`src/pds_pkg.sv`:
```
package pds_pkg;
  // bus geometry
  localparam int ADDR_W = 12;
  localparam int DATA_W = 32;
  localparam int NUM_ERR = 4;

  // word offsets (byte addresses)
  localparam logic [ADDR_W-1:0] DEV_CS_OFFS = 12'h0e8;
  localparam logic [ADDR_W-1:0] IRQ_STAT_OFFS = 12'h100;
  localparam logic [ADDR_W-1:0] IRQ_MASK_OFFS = 12'h104;

  // control half fields
  localparam int EN_LSB = 0;
  localparam int MPS_LSB = 5;
  localparam int MPS_W = 3;
  localparam int AUX_EN_BIT = 10;
  // status half fields
  localparam int DET_LSB = 16;
  localparam int AUX_DET_BIT = 20;

  // error classes, also the bit order of every 4-bit error vector
  localparam int ERR_CORR = 0;
  localparam int ERR_NONFATAL = 1;
  localparam int ERR_FATAL = 2;
  localparam int ERR_UNSUP = 3;

  // byte lanes holding the fields
  localparam int LANE_CTRL_LO = 0;
  localparam int LANE_CTRL_HI = 1;
  localparam int LANE_STAT_LO = 2;

  // reset values and fixed codes
  localparam logic [NUM_ERR-1:0] EN_RESET = 4'h0;
  localparam logic [NUM_ERR-1:0] DET_RESET = 4'h0;
  localparam logic [MPS_W-1:0] MPS_RESET = 3'h0;
  localparam logic [MPS_W-1:0] MPS_SUPPORTED = 3'h0;
  localparam logic AUX_DET_RESET = 1'b1;
  localparam logic [DATA_W-1:0] WORD_ZERO = 32'h0000_0000;
  localparam logic [DATA_W-1:0] UNIMPL_MASK = 32'h0020_fb10;
  localparam logic [DATA_W-1:0] RSVD_MASK = 32'hffc0_0000;

  // bus responses
  localparam logic [1:0] RESP_OKAY = 2'h0;
  localparam logic [1:0] RESP_SLVERR = 2'h2;

  // payload limit: never store more than the supported code
  function automatic logic [MPS_W-1:0] clamp_mps(input logic [MPS_W-1:0] v);
    return (v > MPS_SUPPORTED) ? MPS_SUPPORTED : v;
  endfunction
endpackage

```
`src/pds_reg_if.sv`:
```
`timescale 1ns/1ps
`default_nettype none
interface pds_reg_if;
  logic wr_en;
  logic [pds_pkg::ADDR_W-1:0] wr_addr;
  logic [pds_pkg::DATA_W-1:0] wr_data;
  logic [pds_pkg::DATA_W/8-1:0] wr_strb;
  logic wr_err;
  logic [pds_pkg::ADDR_W-1:0] rd_addr;
  logic [pds_pkg::DATA_W-1:0] rd_data;
  logic rd_err;

  // bus front end drives accesses, register file answers
  modport front (output wr_en, output wr_addr, output wr_data,
                 output wr_strb, output rd_addr,
                 input wr_err, input rd_data, input rd_err);
  modport regs (input wr_en, input wr_addr, input wr_data,
                input wr_strb, input rd_addr,
                output wr_err, output rd_data, output rd_err);
endinterface
`default_nettype wire

```
`src/pds_axil_slave.sv`:
```
`timescale 1ns/1ps
`default_nettype none
module pds_axil_slave (
  input wire logic clk_in,
  input wire logic rst_n_in,
  input wire logic [pds_pkg::ADDR_W-1:0] awaddr_in,
  input wire logic awvalid_in,
  output logic awready_out,
  input wire logic [pds_pkg::DATA_W-1:0] wdata_in,
  input wire logic [pds_pkg::DATA_W/8-1:0] wstrb_in,
  input wire logic wvalid_in,
  output logic wready_out,
  output logic [1:0] bresp_out,
  output logic bvalid_out,
  input wire logic bready_in,
  input wire logic [pds_pkg::ADDR_W-1:0] araddr_in,
  input wire logic arvalid_in,
  output logic arready_out,
  output logic [pds_pkg::DATA_W-1:0] rdata_out,
  output logic [1:0] rresp_out,
  output logic rvalid_out,
  input wire logic rready_in,
  pds_reg_if.front rif
);
  logic awready_q, wready_q, bvalid_q, arready_q, rvalid_q;
  logic [1:0] bresp_q, rresp_q;
  logic [pds_pkg::ADDR_W-1:0] awaddr_q;
  logic [pds_pkg::DATA_W-1:0] wdata_q, rdata_q;
  logic [pds_pkg::DATA_W/8-1:0] wstrb_q;
  logic aw_take, w_take, ar_take, do_wr;

  assign aw_take = awvalid_in & awready_q;
  assign w_take = wvalid_in & wready_q;
  assign ar_take = arvalid_in & arready_q;
  // both halves held and no response pending: commit this edge
  assign do_wr = ~awready_q & ~wready_q & ~bvalid_q;

  assign rif.wr_en = do_wr;
  assign rif.wr_addr = awaddr_q;
  assign rif.wr_data = wdata_q;
  assign rif.wr_strb = wstrb_q;
  assign rif.rd_addr = araddr_in;

  // write address and data taken in either order
  always_ff @(posedge clk_in or negedge rst_n_in) begin
    if (!rst_n_in) begin
      awready_q <= 1'b1;
      wready_q <= 1'b1;
      awaddr_q <= '0;
      wdata_q <= pds_pkg::WORD_ZERO;
      wstrb_q <= '0;
    end else begin
      if (aw_take) begin
        awready_q <= 1'b0;
        awaddr_q <= awaddr_in;
      end
      if (w_take) begin
        wready_q <= 1'b0;
        wdata_q <= wdata_in;
        wstrb_q <= wstrb_in;
      end
      // reopen only once the response is accepted: one write at a time
      if (bvalid_q && bready_in) begin
        awready_q <= 1'b1;
        wready_q <= 1'b1;
      end
    end
  end

  // write response
  always_ff @(posedge clk_in or negedge rst_n_in) begin
    if (!rst_n_in) begin
      bvalid_q <= 1'b0;
      bresp_q <= pds_pkg::RESP_OKAY;
    end else if (do_wr) begin
      bvalid_q <= 1'b1;
      bresp_q <= rif.wr_err ? pds_pkg::RESP_SLVERR : pds_pkg::RESP_OKAY;
    end else if (bready_in) begin
      bvalid_q <= 1'b0;
    end
  end

  // read: data registered on the same edge that takes the address
  always_ff @(posedge clk_in or negedge rst_n_in) begin
    if (!rst_n_in) begin
      arready_q <= 1'b1;
      rvalid_q <= 1'b0;
      rdata_q <= pds_pkg::WORD_ZERO;
      rresp_q <= pds_pkg::RESP_OKAY;
    end else if (ar_take) begin
      arready_q <= 1'b0;
      rvalid_q <= 1'b1;
      rdata_q <= rif.rd_data;
      rresp_q <= rif.rd_err ? pds_pkg::RESP_SLVERR : pds_pkg::RESP_OKAY;
    end else if (rvalid_q && rready_in) begin
      arready_q <= 1'b1;
      rvalid_q <= 1'b0;
    end
  end

  assign awready_out = awready_q;
  assign wready_out = wready_q;
  assign bvalid_out = bvalid_q;
  assign bresp_out = bresp_q;
  assign arready_out = arready_q;
  assign rvalid_out = rvalid_q;
  assign rdata_out = rdata_q;
  assign rresp_out = rresp_q;
endmodule
`default_nettype wire

```
`src/pds_dev_ctrl_status.sv`:
```
`timescale 1ns/1ps
`default_nettype none
module pds_dev_ctrl_status #(
  parameter int NUM_ERR = pds_pkg::NUM_ERR
) (
  input wire logic clk_in,
  input wire logic rst_n_in,
  input wire logic por_rst_n_in,
  input wire logic [pds_pkg::ADDR_W-1:0] awaddr_in,
  input wire logic awvalid_in,
  output logic awready_out,
  input wire logic [pds_pkg::DATA_W-1:0] wdata_in,
  input wire logic [pds_pkg::DATA_W/8-1:0] wstrb_in,
  input wire logic wvalid_in,
  output logic wready_out,
  output logic [1:0] bresp_out,
  output logic bvalid_out,
  input wire logic bready_in,
  input wire logic [pds_pkg::ADDR_W-1:0] araddr_in,
  input wire logic arvalid_in,
  output logic arready_out,
  output logic [pds_pkg::DATA_W-1:0] rdata_out,
  output logic [1:0] rresp_out,
  output logic rvalid_out,
  input wire logic rready_in,
  input wire logic [NUM_ERR-1:0] err_event_in,
  input wire logic aux_pwr_det_in,
  output logic [NUM_ERR-1:0] err_msg_out,
  output logic [pds_pkg::MPS_W-1:0] max_payload_out,
  output logic aux_pwr_en_out,
  output logic irq_out
);
  pds_reg_if rif ();

  logic [NUM_ERR-1:0] en_q;
  logic [pds_pkg::MPS_W-1:0] mps_q;
  logic aux_en_q;
  logic [NUM_ERR-1:0] det_q, det_d;
  logic aux_det_q;
  logic [NUM_ERR-1:0] msg_q;
  logic [NUM_ERR-1:0] irq_stat_q, irq_stat_d, irq_mask_q;
  logic irq_q;
  logic wr_devcs, wr_istat, wr_imask;
  logic [pds_pkg::DATA_W-1:0] wd;
  logic [pds_pkg::DATA_W/8-1:0] ws;
  logic [NUM_ERR-1:0] det_clr, istat_clr;

  // bus front end
  pds_axil_slave u_bus (
    .clk_in(clk_in),
    .rst_n_in(rst_n_in),
    .awaddr_in(awaddr_in),
    .awvalid_in(awvalid_in),
    .awready_out(awready_out),
    .wdata_in(wdata_in),
    .wstrb_in(wstrb_in),
    .wvalid_in(wvalid_in),
    .wready_out(wready_out),
    .bresp_out(bresp_out),
    .bvalid_out(bvalid_out),
    .bready_in(bready_in),
    .araddr_in(araddr_in),
    .arvalid_in(arvalid_in),
    .arready_out(arready_out),
    .rdata_out(rdata_out),
    .rresp_out(rresp_out),
    .rvalid_out(rvalid_out),
    .rready_in(rready_in),
    .rif(rif.front)
  );

  // write decode
  assign wd = rif.wr_data;
  assign ws = rif.wr_strb;
  always_comb begin
    wr_devcs = 1'b0;
    wr_istat = 1'b0;
    wr_imask = 1'b0;
    rif.wr_err = 1'b0;
    if (rif.wr_addr == pds_pkg::DEV_CS_OFFS) begin
      wr_devcs = rif.wr_en;
    end else if (rif.wr_addr == pds_pkg::IRQ_STAT_OFFS) begin
      wr_istat = rif.wr_en;
    end else if (rif.wr_addr == pds_pkg::IRQ_MASK_OFFS) begin
      wr_imask = rif.wr_en;
    end else begin
      rif.wr_err = 1'b1;
    end
  end

  // reporting enables
  always_ff @(posedge clk_in or negedge rst_n_in) begin
    if (!rst_n_in) begin
      en_q <= pds_pkg::EN_RESET;
    end else if (wr_devcs && ws[pds_pkg::LANE_CTRL_LO]) begin
      en_q <= wd[pds_pkg::EN_LSB +: NUM_ERR];
    end
  end

  // payload limit, clamped on write so no illegal code is ever held
  always_ff @(posedge clk_in or negedge rst_n_in) begin
    if (!rst_n_in) begin
      mps_q <= pds_pkg::MPS_RESET;
    end else if (wr_devcs && ws[pds_pkg::LANE_CTRL_LO]) begin
      mps_q <= pds_pkg::clamp_mps(wd[pds_pkg::MPS_LSB +: pds_pkg::MPS_W]);
    end
  end

  // aux power enable: only power-on reset clears it, link reset does not
  always_ff @(posedge clk_in or negedge por_rst_n_in) begin
    if (!por_rst_n_in) begin
      aux_en_q <= 1'b0;
    end else if (rst_n_in && wr_devcs && ws[pds_pkg::LANE_CTRL_HI]) begin
      aux_en_q <= wd[pds_pkg::AUX_EN_BIT];
    end
  end

  // detected flags: set beats a simultaneous write-one clear
  always_comb begin
    det_clr = '0;
    if (wr_devcs && ws[pds_pkg::LANE_STAT_LO]) begin
      det_clr = wd[pds_pkg::DET_LSB +: NUM_ERR];
    end
    det_d = (det_q & ~det_clr) | err_event_in;
  end

  always_ff @(posedge clk_in or negedge rst_n_in) begin
    if (!rst_n_in) begin
      det_q <= pds_pkg::DET_RESET;
    end else begin
      det_q <= det_d;
    end
  end

  // aux power seen: reads one from reset, then follows the pin
  always_ff @(posedge clk_in or negedge rst_n_in) begin
    if (!rst_n_in) begin
      aux_det_q <= pds_pkg::AUX_DET_RESET;
    end else begin
      aux_det_q <= aux_pwr_det_in;
    end
  end

  // upstream error messages, one-cycle pulses gated by the enables
  always_ff @(posedge clk_in or negedge rst_n_in) begin
    if (!rst_n_in) begin
      msg_q <= '0;
    end else begin
      msg_q <= err_event_in & en_q;
    end
  end

  // interrupt status, same error order, write one to clear
  always_comb begin
    istat_clr = '0;
    if (wr_istat && ws[pds_pkg::LANE_CTRL_LO]) begin
      istat_clr = wd[NUM_ERR-1:0];
    end
    irq_stat_d = (irq_stat_q & ~istat_clr) | err_event_in;
  end

  always_ff @(posedge clk_in or negedge rst_n_in) begin
    if (!rst_n_in) begin
      irq_stat_q <= '0;
      irq_mask_q <= '0;
      irq_q <= 1'b0;
    end else begin
      irq_stat_q <= irq_stat_d;
      if (wr_imask && ws[pds_pkg::LANE_CTRL_LO]) begin
        irq_mask_q <= wd[NUM_ERR-1:0];
      end
      // one cycle behind status, keeps the output straight off a flop
      irq_q <= |(irq_stat_q & irq_mask_q);
    end
  end

  // read mux; unlisted bits stay zero
  always_comb begin
    rif.rd_data = pds_pkg::WORD_ZERO;
    rif.rd_err = 1'b0;
    if (rif.rd_addr == pds_pkg::DEV_CS_OFFS) begin
      rif.rd_data[pds_pkg::EN_LSB +: NUM_ERR] = en_q;
      rif.rd_data[pds_pkg::MPS_LSB +: pds_pkg::MPS_W] = mps_q;
      rif.rd_data[pds_pkg::AUX_EN_BIT] = aux_en_q;
      rif.rd_data[pds_pkg::DET_LSB +: NUM_ERR] = det_q;
      rif.rd_data[pds_pkg::AUX_DET_BIT] = aux_det_q;
    end else if (rif.rd_addr == pds_pkg::IRQ_STAT_OFFS) begin
      rif.rd_data[NUM_ERR-1:0] = irq_stat_q;
    end else if (rif.rd_addr == pds_pkg::IRQ_MASK_OFFS) begin
      rif.rd_data[NUM_ERR-1:0] = irq_mask_q;
    end else begin
      rif.rd_err = 1'b1;
    end
  end

  assign err_msg_out = msg_q;
  assign max_payload_out = mps_q;
  assign aux_pwr_en_out = aux_en_q;
  assign irq_out = irq_q;
endmodule
`default_nettype wire

```
`config.mk`:
```
export PLATFORM = sky130hd
export DESIGN_NAME = pds_dev_ctrl_status
export DESIGN_NICKNAME = d
export VERILOG_FILES = /design/src/pds_pkg.sv /design/src/pds_reg_if.sv /design/src/pds_axil_slave.sv /design/src/pds_dev_ctrl_status.sv
export SDC_FILE = /design/constraint.sdc
export NUM_CORES = 1
export LEC_CHECK = 0
export BUFFER_PORTS_ARGS = -buffer_cell sky130_fd_sc_hd__buf_2
export CELL_PAD_IN_SITES_DETAIL_PLACEMENT = 1
export CELL_PAD_IN_SITES_GLOBAL_PLACEMENT = 1
export CORE_MARGIN = 1.5
export CORE_UTILIZATION = 30
export CTS_CLUSTER_SIZE = 16
export DETAILED_ROUTE_END_ITERATION = 6
export PLACE_DENSITY_LB_ADDON = 0.05
export SLEW_MARGIN = 30
export SYNTH_ARGS = -nofsm -noshare
export SYNTH_HDL_FRONTEND = slang
export SYNTH_SLANG_ARGS = --single-unit
```
`constraint.sdc`:
```
create_clock -name clk_in -period 4.4 [get_ports clk_in]
set_clock_uncertainty 0.2 [all_clocks]
set_input_delay 0.44 -clock clk_in [delete_from_list [all_inputs] [get_ports clk_in]]
set_output_delay 0.44 -clock clk_in [all_outputs]
set_load 0.01 [all_outputs]
```
* Word-level counts from Yosys, hierarchy flattened
Cells that the tools add are included.
** Word-level totals
- Flip-flop bits (word level) :: 83
- Bits of input ports :: 73
- Output and inout bits :: 50
- Word-level logic and storage cells :: 89
** Cells by class
- Order comparisons :: 1
- Equality and inequality tests :: 6
- Mux-type cells :: 33
- Bitwise gates (word level) :: 16
- Reductions and logical operators :: 13
** Operators by type and width (number)
- $eq A12 B9 Y1 const B :: 4
- $eq A12 B8 Y1 const B :: 2
- $mux W1 :: 23
- $mux W4 :: 5
- $and A4 B4 Y4 :: 4
- $logic_and A1 B1 Y1 :: 8
- $not A4 Y4 :: 2
- $or A4 B4 Y4 :: 2
- $reduce_bool A2 Y1 :: 4
- $mux W3 :: 2
- $and A1 B1 Y1 :: 5
- $mux W5 :: 1
- $mux W2 :: 2
- $reduce_or A4 Y1 :: 1
- $gt A3 B1 Y1 const B :: 1
- $not A1 Y1 :: 3

* Logic depth before layout (Yosys ltp)
- Depth in word-level cells :: 10
- Mapped depth :: 6
- Depth with buffers taken out :: 4

* By module
A second synthesis with hierarchy kept.
** Second synthesis, totals
- Cells, all modules :: 330
- Area, all modules :: 4837.1 um^2
** Modules (own cells, without submodules)
- pds_axil_slave :: instances 1, cells an instance 206, area an instance 3484.6 um^2
- pds_dev_ctrl_status :: instances 1, cells an instance 124, area an instance 1352.5 um^2

* Worst setup path before layout
No wires, ideal clock.
- Kind :: reg-to-reg
- Start point :: reg u_bus.awaddr_q (netlist bit u_bus.rif.wr_addr[11])
- End point :: reg irq_mask_q[0]
- Library setup time :: 0.125 ns
- Arrival :: 1.855 ns
- Required time :: 4.075 ns
- Slack :: 2.220 ns
- Stages on the path, launching flop included :: 6
- Buffers on the path :: 1
- Clock period less this slack :: 2.180 ns
- Cell sequence :: dfrtp_1 or4_4 nor4_4 buf_6 and4_4 mux2_2
** On the way
- Longest elaborated chain between the ends :: 5
- Elaborated cells between the ends (all ways) :: 7
- Those cells by class :: 3 x eq/ne; 3 x mux; 1 x reduce/logical
** Ends and longest elaborated chain
- start: declaration :: RTL line pds_axil_slave.sv:27 : logic [pds_pkg::ADDR_W-1:0] awaddr_q;
- start signal: assignment :: RTL line pds_axil_slave.sv:55 : awaddr_q <= awaddr_in;
- $eq A12 B9 Y1 :: RTL line pds_dev_ctrl_status.sv:84 : end else if (rif.wr_addr == pds_pkg::IRQ_MASK_OFFS) begin
- $mux W1 :: RTL line pds_dev_ctrl_status.sv:84
- $mux W1 :: RTL line pds_dev_ctrl_status.sv:82 : end else if (rif.wr_addr == pds_pkg::IRQ_STAT_OFFS) begin
- $mux W1 * :: RTL line pds_dev_ctrl_status.sv:80 : if (rif.wr_addr == pds_pkg::DEV_CS_OFFS) begin
- $logic_and A1 B1 Y1 * :: RTL line pds_dev_ctrl_status.sv:169 : if (wr_imask && ws[pds_pkg::LANE_CTRL_LO]) begin
- end signal: assignment :: RTL line pds_dev_ctrl_status.sv:170 : irq_mask_q <= wd[NUM_ERR-1:0];
- end: declaration :: RTL line pds_dev_ctrl_status.sv:41 : logic [NUM_ERR-1:0] irq_stat_q, irq_stat_d, irq_mask_q;
Every way passes the cells marked *; elsewhere a longest branch is shown, timed or not.
A chain may end at the register's enable or synchronous reset.

* Final worst setup path
- Start point :: reg u_bus.awaddr_q (netlist bit u_bus.rif.wr_addr[11])
- End point :: reg en_q[2]
** On the way
- Longest elaborated chain between the ends :: 3
** Ends and longest elaborated chain
- $eq A12 B8 Y1 :: RTL line pds_dev_ctrl_status.sv:80
- $mux W1 :: RTL line pds_dev_ctrl_status.sv:80
- $logic_and A1 B1 Y1 :: RTL line pds_dev_ctrl_status.sv:95 : end else if (wr_devcs && ws[pds_pkg::LANE_CTRL_LO]) begin
- end signal: assignment :: RTL line pds_dev_ctrl_status.sv:94 : en_q <= pds_pkg::EN_RESET;
- end signal: assignment :: RTL line pds_dev_ctrl_status.sv:96 : en_q <= wd[pds_pkg::EN_LSB +: NUM_ERR];
- end: declaration :: RTL line pds_dev_ctrl_status.sv:35 : logic [NUM_ERR-1:0] en_q;
No other way between the ends.

==> results.toml <==
[power_and_ir_drop]
ir_drop_uv = 213.0
total_power_mw = 1.675
powerDensity_nw_per_um2 = 468.2
p_leak_nw = 1.717

[yosys]
synth-seq-area-share_pct = 59.95
avgSynthCellArea_um2 = 13.32
synth.top_cells.by_area = "dfrtp_1 (56%), mux2_2 (13%), buf_4 (5.6%), dfstp_2 (3.6%), a22o_1 (2.7%)"
yosysTopAreaCellShare_pct = 56.36
netlist_area_um2 = 2930
ys_types = 33
ys_seq_elements = 70
yosysWarnings = 0
synthCells = 220
yosysTopAreaCell = "dfrtp_1"

[sta]
maxSlewHeadroom_pct = 56.59
holdWs_ns = 0.01241
rsz0062_at_grt = "false"
worst_pin_slew_ns = 0.6463
final_hold_viol_count = 0
min_period_over_period_pct = 59.90
setup_viol = 0
drv_slew = 0
fin_ws_ns = 1.764
max_freq_mhz = 379.4
finalSetupTns_ns = 0
layout_min_cycle_time_ns = 2.636

[cts]
ctsLongestPathBuffers = 2
root_buffer = "clkbuf_8"
post-cts-setup-buffers = 0
post_cts_resized = 0
clock_sinks = 70
cts_tree = "built"
cts_buffers = 9
htreeDepth = 3
insertion_delay_ns = 0.34
clk_pin_slew_ns = 0.08

[critical_path]
slowest_delay_ns = 0.58
path_max_fanout = 11
arrival_ns = 2.66
cp.required_ns = 4.42
crit_path_cell_trace = "or4_4 > nor4_4 > and3_2 > mux2_2"
cp-end-kind = "flip-flop"
critical_path_class = "reg2reg"
cp_top_family = "simple AND/OR/NAND/NOR gates"
r2r_setup_slack_ns = 1.76
path_buf_inv = 0
start_kind = "flip-flop"
slowest_stage = "nor4_4"

[die]
die_w_um = 101.8
core_um2 = 9371
dieArea_um2 = 10370
row_count = 35
fp.dieH_um = 101.8
ios = 123
initial_core_util_pct = 31.27

[detailed_routing]
dr.pass1.iters = 4
drtAntennaViolNets = 0
totalWireLength_um = 6366
num_vias = 1949
drcViolationCount = 0
vias_per_cell = 4.470
drtIter0Drc = 72
wl_per_cell_um = 14.60

[layout]
syn_to_final_growth_pct = 22.08
final_cells = 436
drive_gt1_share_pct = 44.95
fin_nets = 375
antenna_cells = 0

[placed_design]
place_hpwl_um = 4593
placedCellCount = 418
portBuffers = 77
dp_slack_ns = 1.753
gp_congestion = 0.6953

[grt]
grt_max_degree = 70
grt_first_pass_wirelength_um = 10060
grt_use_total_pct = 13.03
grt_pass1_vias = 1927
antenna_found_initial = 0
overflow = 0

[worst_hold_path]
hp-class = "in2async"

[flow_run]
cap_violations = 0

[run_status]
outcome = "completed"
[path summary, 6_finish.rpt]
| check | from | to | cells past startpoint |
|---|---|---|---|
| worst max-delay path | u_bus.rif.wr_addr[11]$_DFFE_PN0P_ | en_q[2]$_DFFE_PN0P_ | 4 |
| worst min-delay path | rst_n_in | u_bus.rdata_out[20]$_DFFE_PN0P_ | 2 |
| worst max register to register | u_bus.rif.wr_addr[11]$_DFFE_PN0P_ | en_q[2]$_DFFE_PN0P_ | 4 |
| worst min register to register | det_q[0]$_DFF_PN0_ | det_q[0]$_DFF_PN0_ | 1 |
| max in group asynchronous | rst_n_in | u_bus.rif.wr_addr[6]$_DFFE_PN0P_ | 2 |
| min in group clk_in | wvalid_in | u_bus.wready_out$_DFFE_PN1P_ | 2 |
[cell usage after synthesis]
cell type and n:
nor3_1 6, inv_1 4, conb_1 1, and2_1 4, mux2i_1 5, clkbuf_1 5, a22oi_1 2, and4_4 1
nand3_1 2, nand2_1 6, o21ai_0 5, or3_1 2, buf_6 1, nor4bb_1 1, mux2_2 34, nor2_1 4
nand4_1 10, buf_4 22, a22o_1 9, a221o_1 4, nor4_1 2, buf_2 1, or4b_2 1, a21o_1 8
nor4_4 1, and3_1 1, a21oi_1 2, dfstp_2 4, nor2b_1 3, and3_2 1, dfrtp_1 66, or4_4 1
nand2b_1 1
[power by group]
part           switching, mW  total [mW]  internal (mW)
sequential             0.112       0.896          0.784
clock                  0.240       0.497          0.257
combinational          0.123       0.282          0.158
[final cells by class]
cell class | instances | area, um2
Tap cell | 129 | 161.4
Inverter | 4 | 15.01
Timing Repair Buffer | 80 | 419.2
Fill cell | 1058 | 5794
Multi-Input combinational cell | 137 | 1036
Clock inverter | 7 | 65.06
Sequential cell | 70 | 1757
Clock buffer | 9 | 123.9
[per-layer routing]
metal	GRT usage, %	part of all wire, %
met1	17.32	45
met2	19.95	47
met3	3.694	6.2
met4	5.690	1.6
met5	0	0
[through the flow]
stage,utilization (%),cell area (um2)
after global placement,35.87,3362
after CTS,38.13,3573
final,38.17,3577
after floorplan,-,3005
after global routing,38.17,3577
after detailed placement,35.90,3364
[logic make-up after synthesis]
| family | Yosys count | synth area share (%) |
|---|---|---|
| buf+inv | 33 | 7.344 |
| flops | 70 | 59.95 |
| mux | 39 | 14.77 |
| other cells | 1 | 0.1280 |
| simple gates | 47 | 9.991 |
| compound gates | 30 | 7.814 |
[flip-flops by register name, indices dropped and copies added, names as in the netlist]
name and flops:
irq_stat_q 4, u_bus.rvalid_out 1, aux_det_q 1, en_q 4
aux_pwr_en_out 1, u_bus.bvalid_out 1, det_q 4, u_bus.rresp_out 1
max_payload_out 3, u_bus.rdata_out 13, err_msg_out 4, u_bus.arready_out 1
u_bus.rif.wr_data 9, irq_mask_q 4, u_bus.wready_out 1, u_bus.bresp_out 1
u_bus.rif.wr_addr 12, u_bus.awready_out 1, u_bus.rif.wr_strb 3, irq_out 1
[what timing repair did]
action	in CTS	in global routing
endpoints found under the setup margin	0	0
endpoints found under the hold margin	2	0
hold buffers	2	0
[worst register-to-register path, cell delays in order (launching register included)]
cell and delay (ns):
dfrtp_1 0.38, or4_4 0.56, nor4_4 0.58, and3_2 0.45, mux2_2 0.36
[cell usage in the layout, fill, tap and decap left out, types with 2 or more instances in the layout]
cell type,netlist,layout
buf_2,1,76
dfrtp_1,66,66
mux2_2,34,34
conb_1,1,21
nand4_1,10,10
a22o_1,9,9
clkbuf_8,0,9
a21o_1,8,8
nor3_1,6,6
nand2_1,6,6
o21ai_0,5,5
mux2i_1,5,5
and2_1,4,4
inv_1,4,4
a221o_1,4,4
dfstp_2,4,4
clkinv_2,0,4
nor2b_1,3,3
nor2_1,4,3
or3_1,2,2
a22oi_1,2,2
a21oi_1,2,2
nor4_1,2,2
nand3_1,2,2
clkinvlp_4,0,2
dlygate4sd3_1,0,2
No activity file was read; power rests on OpenSTA's default activity.
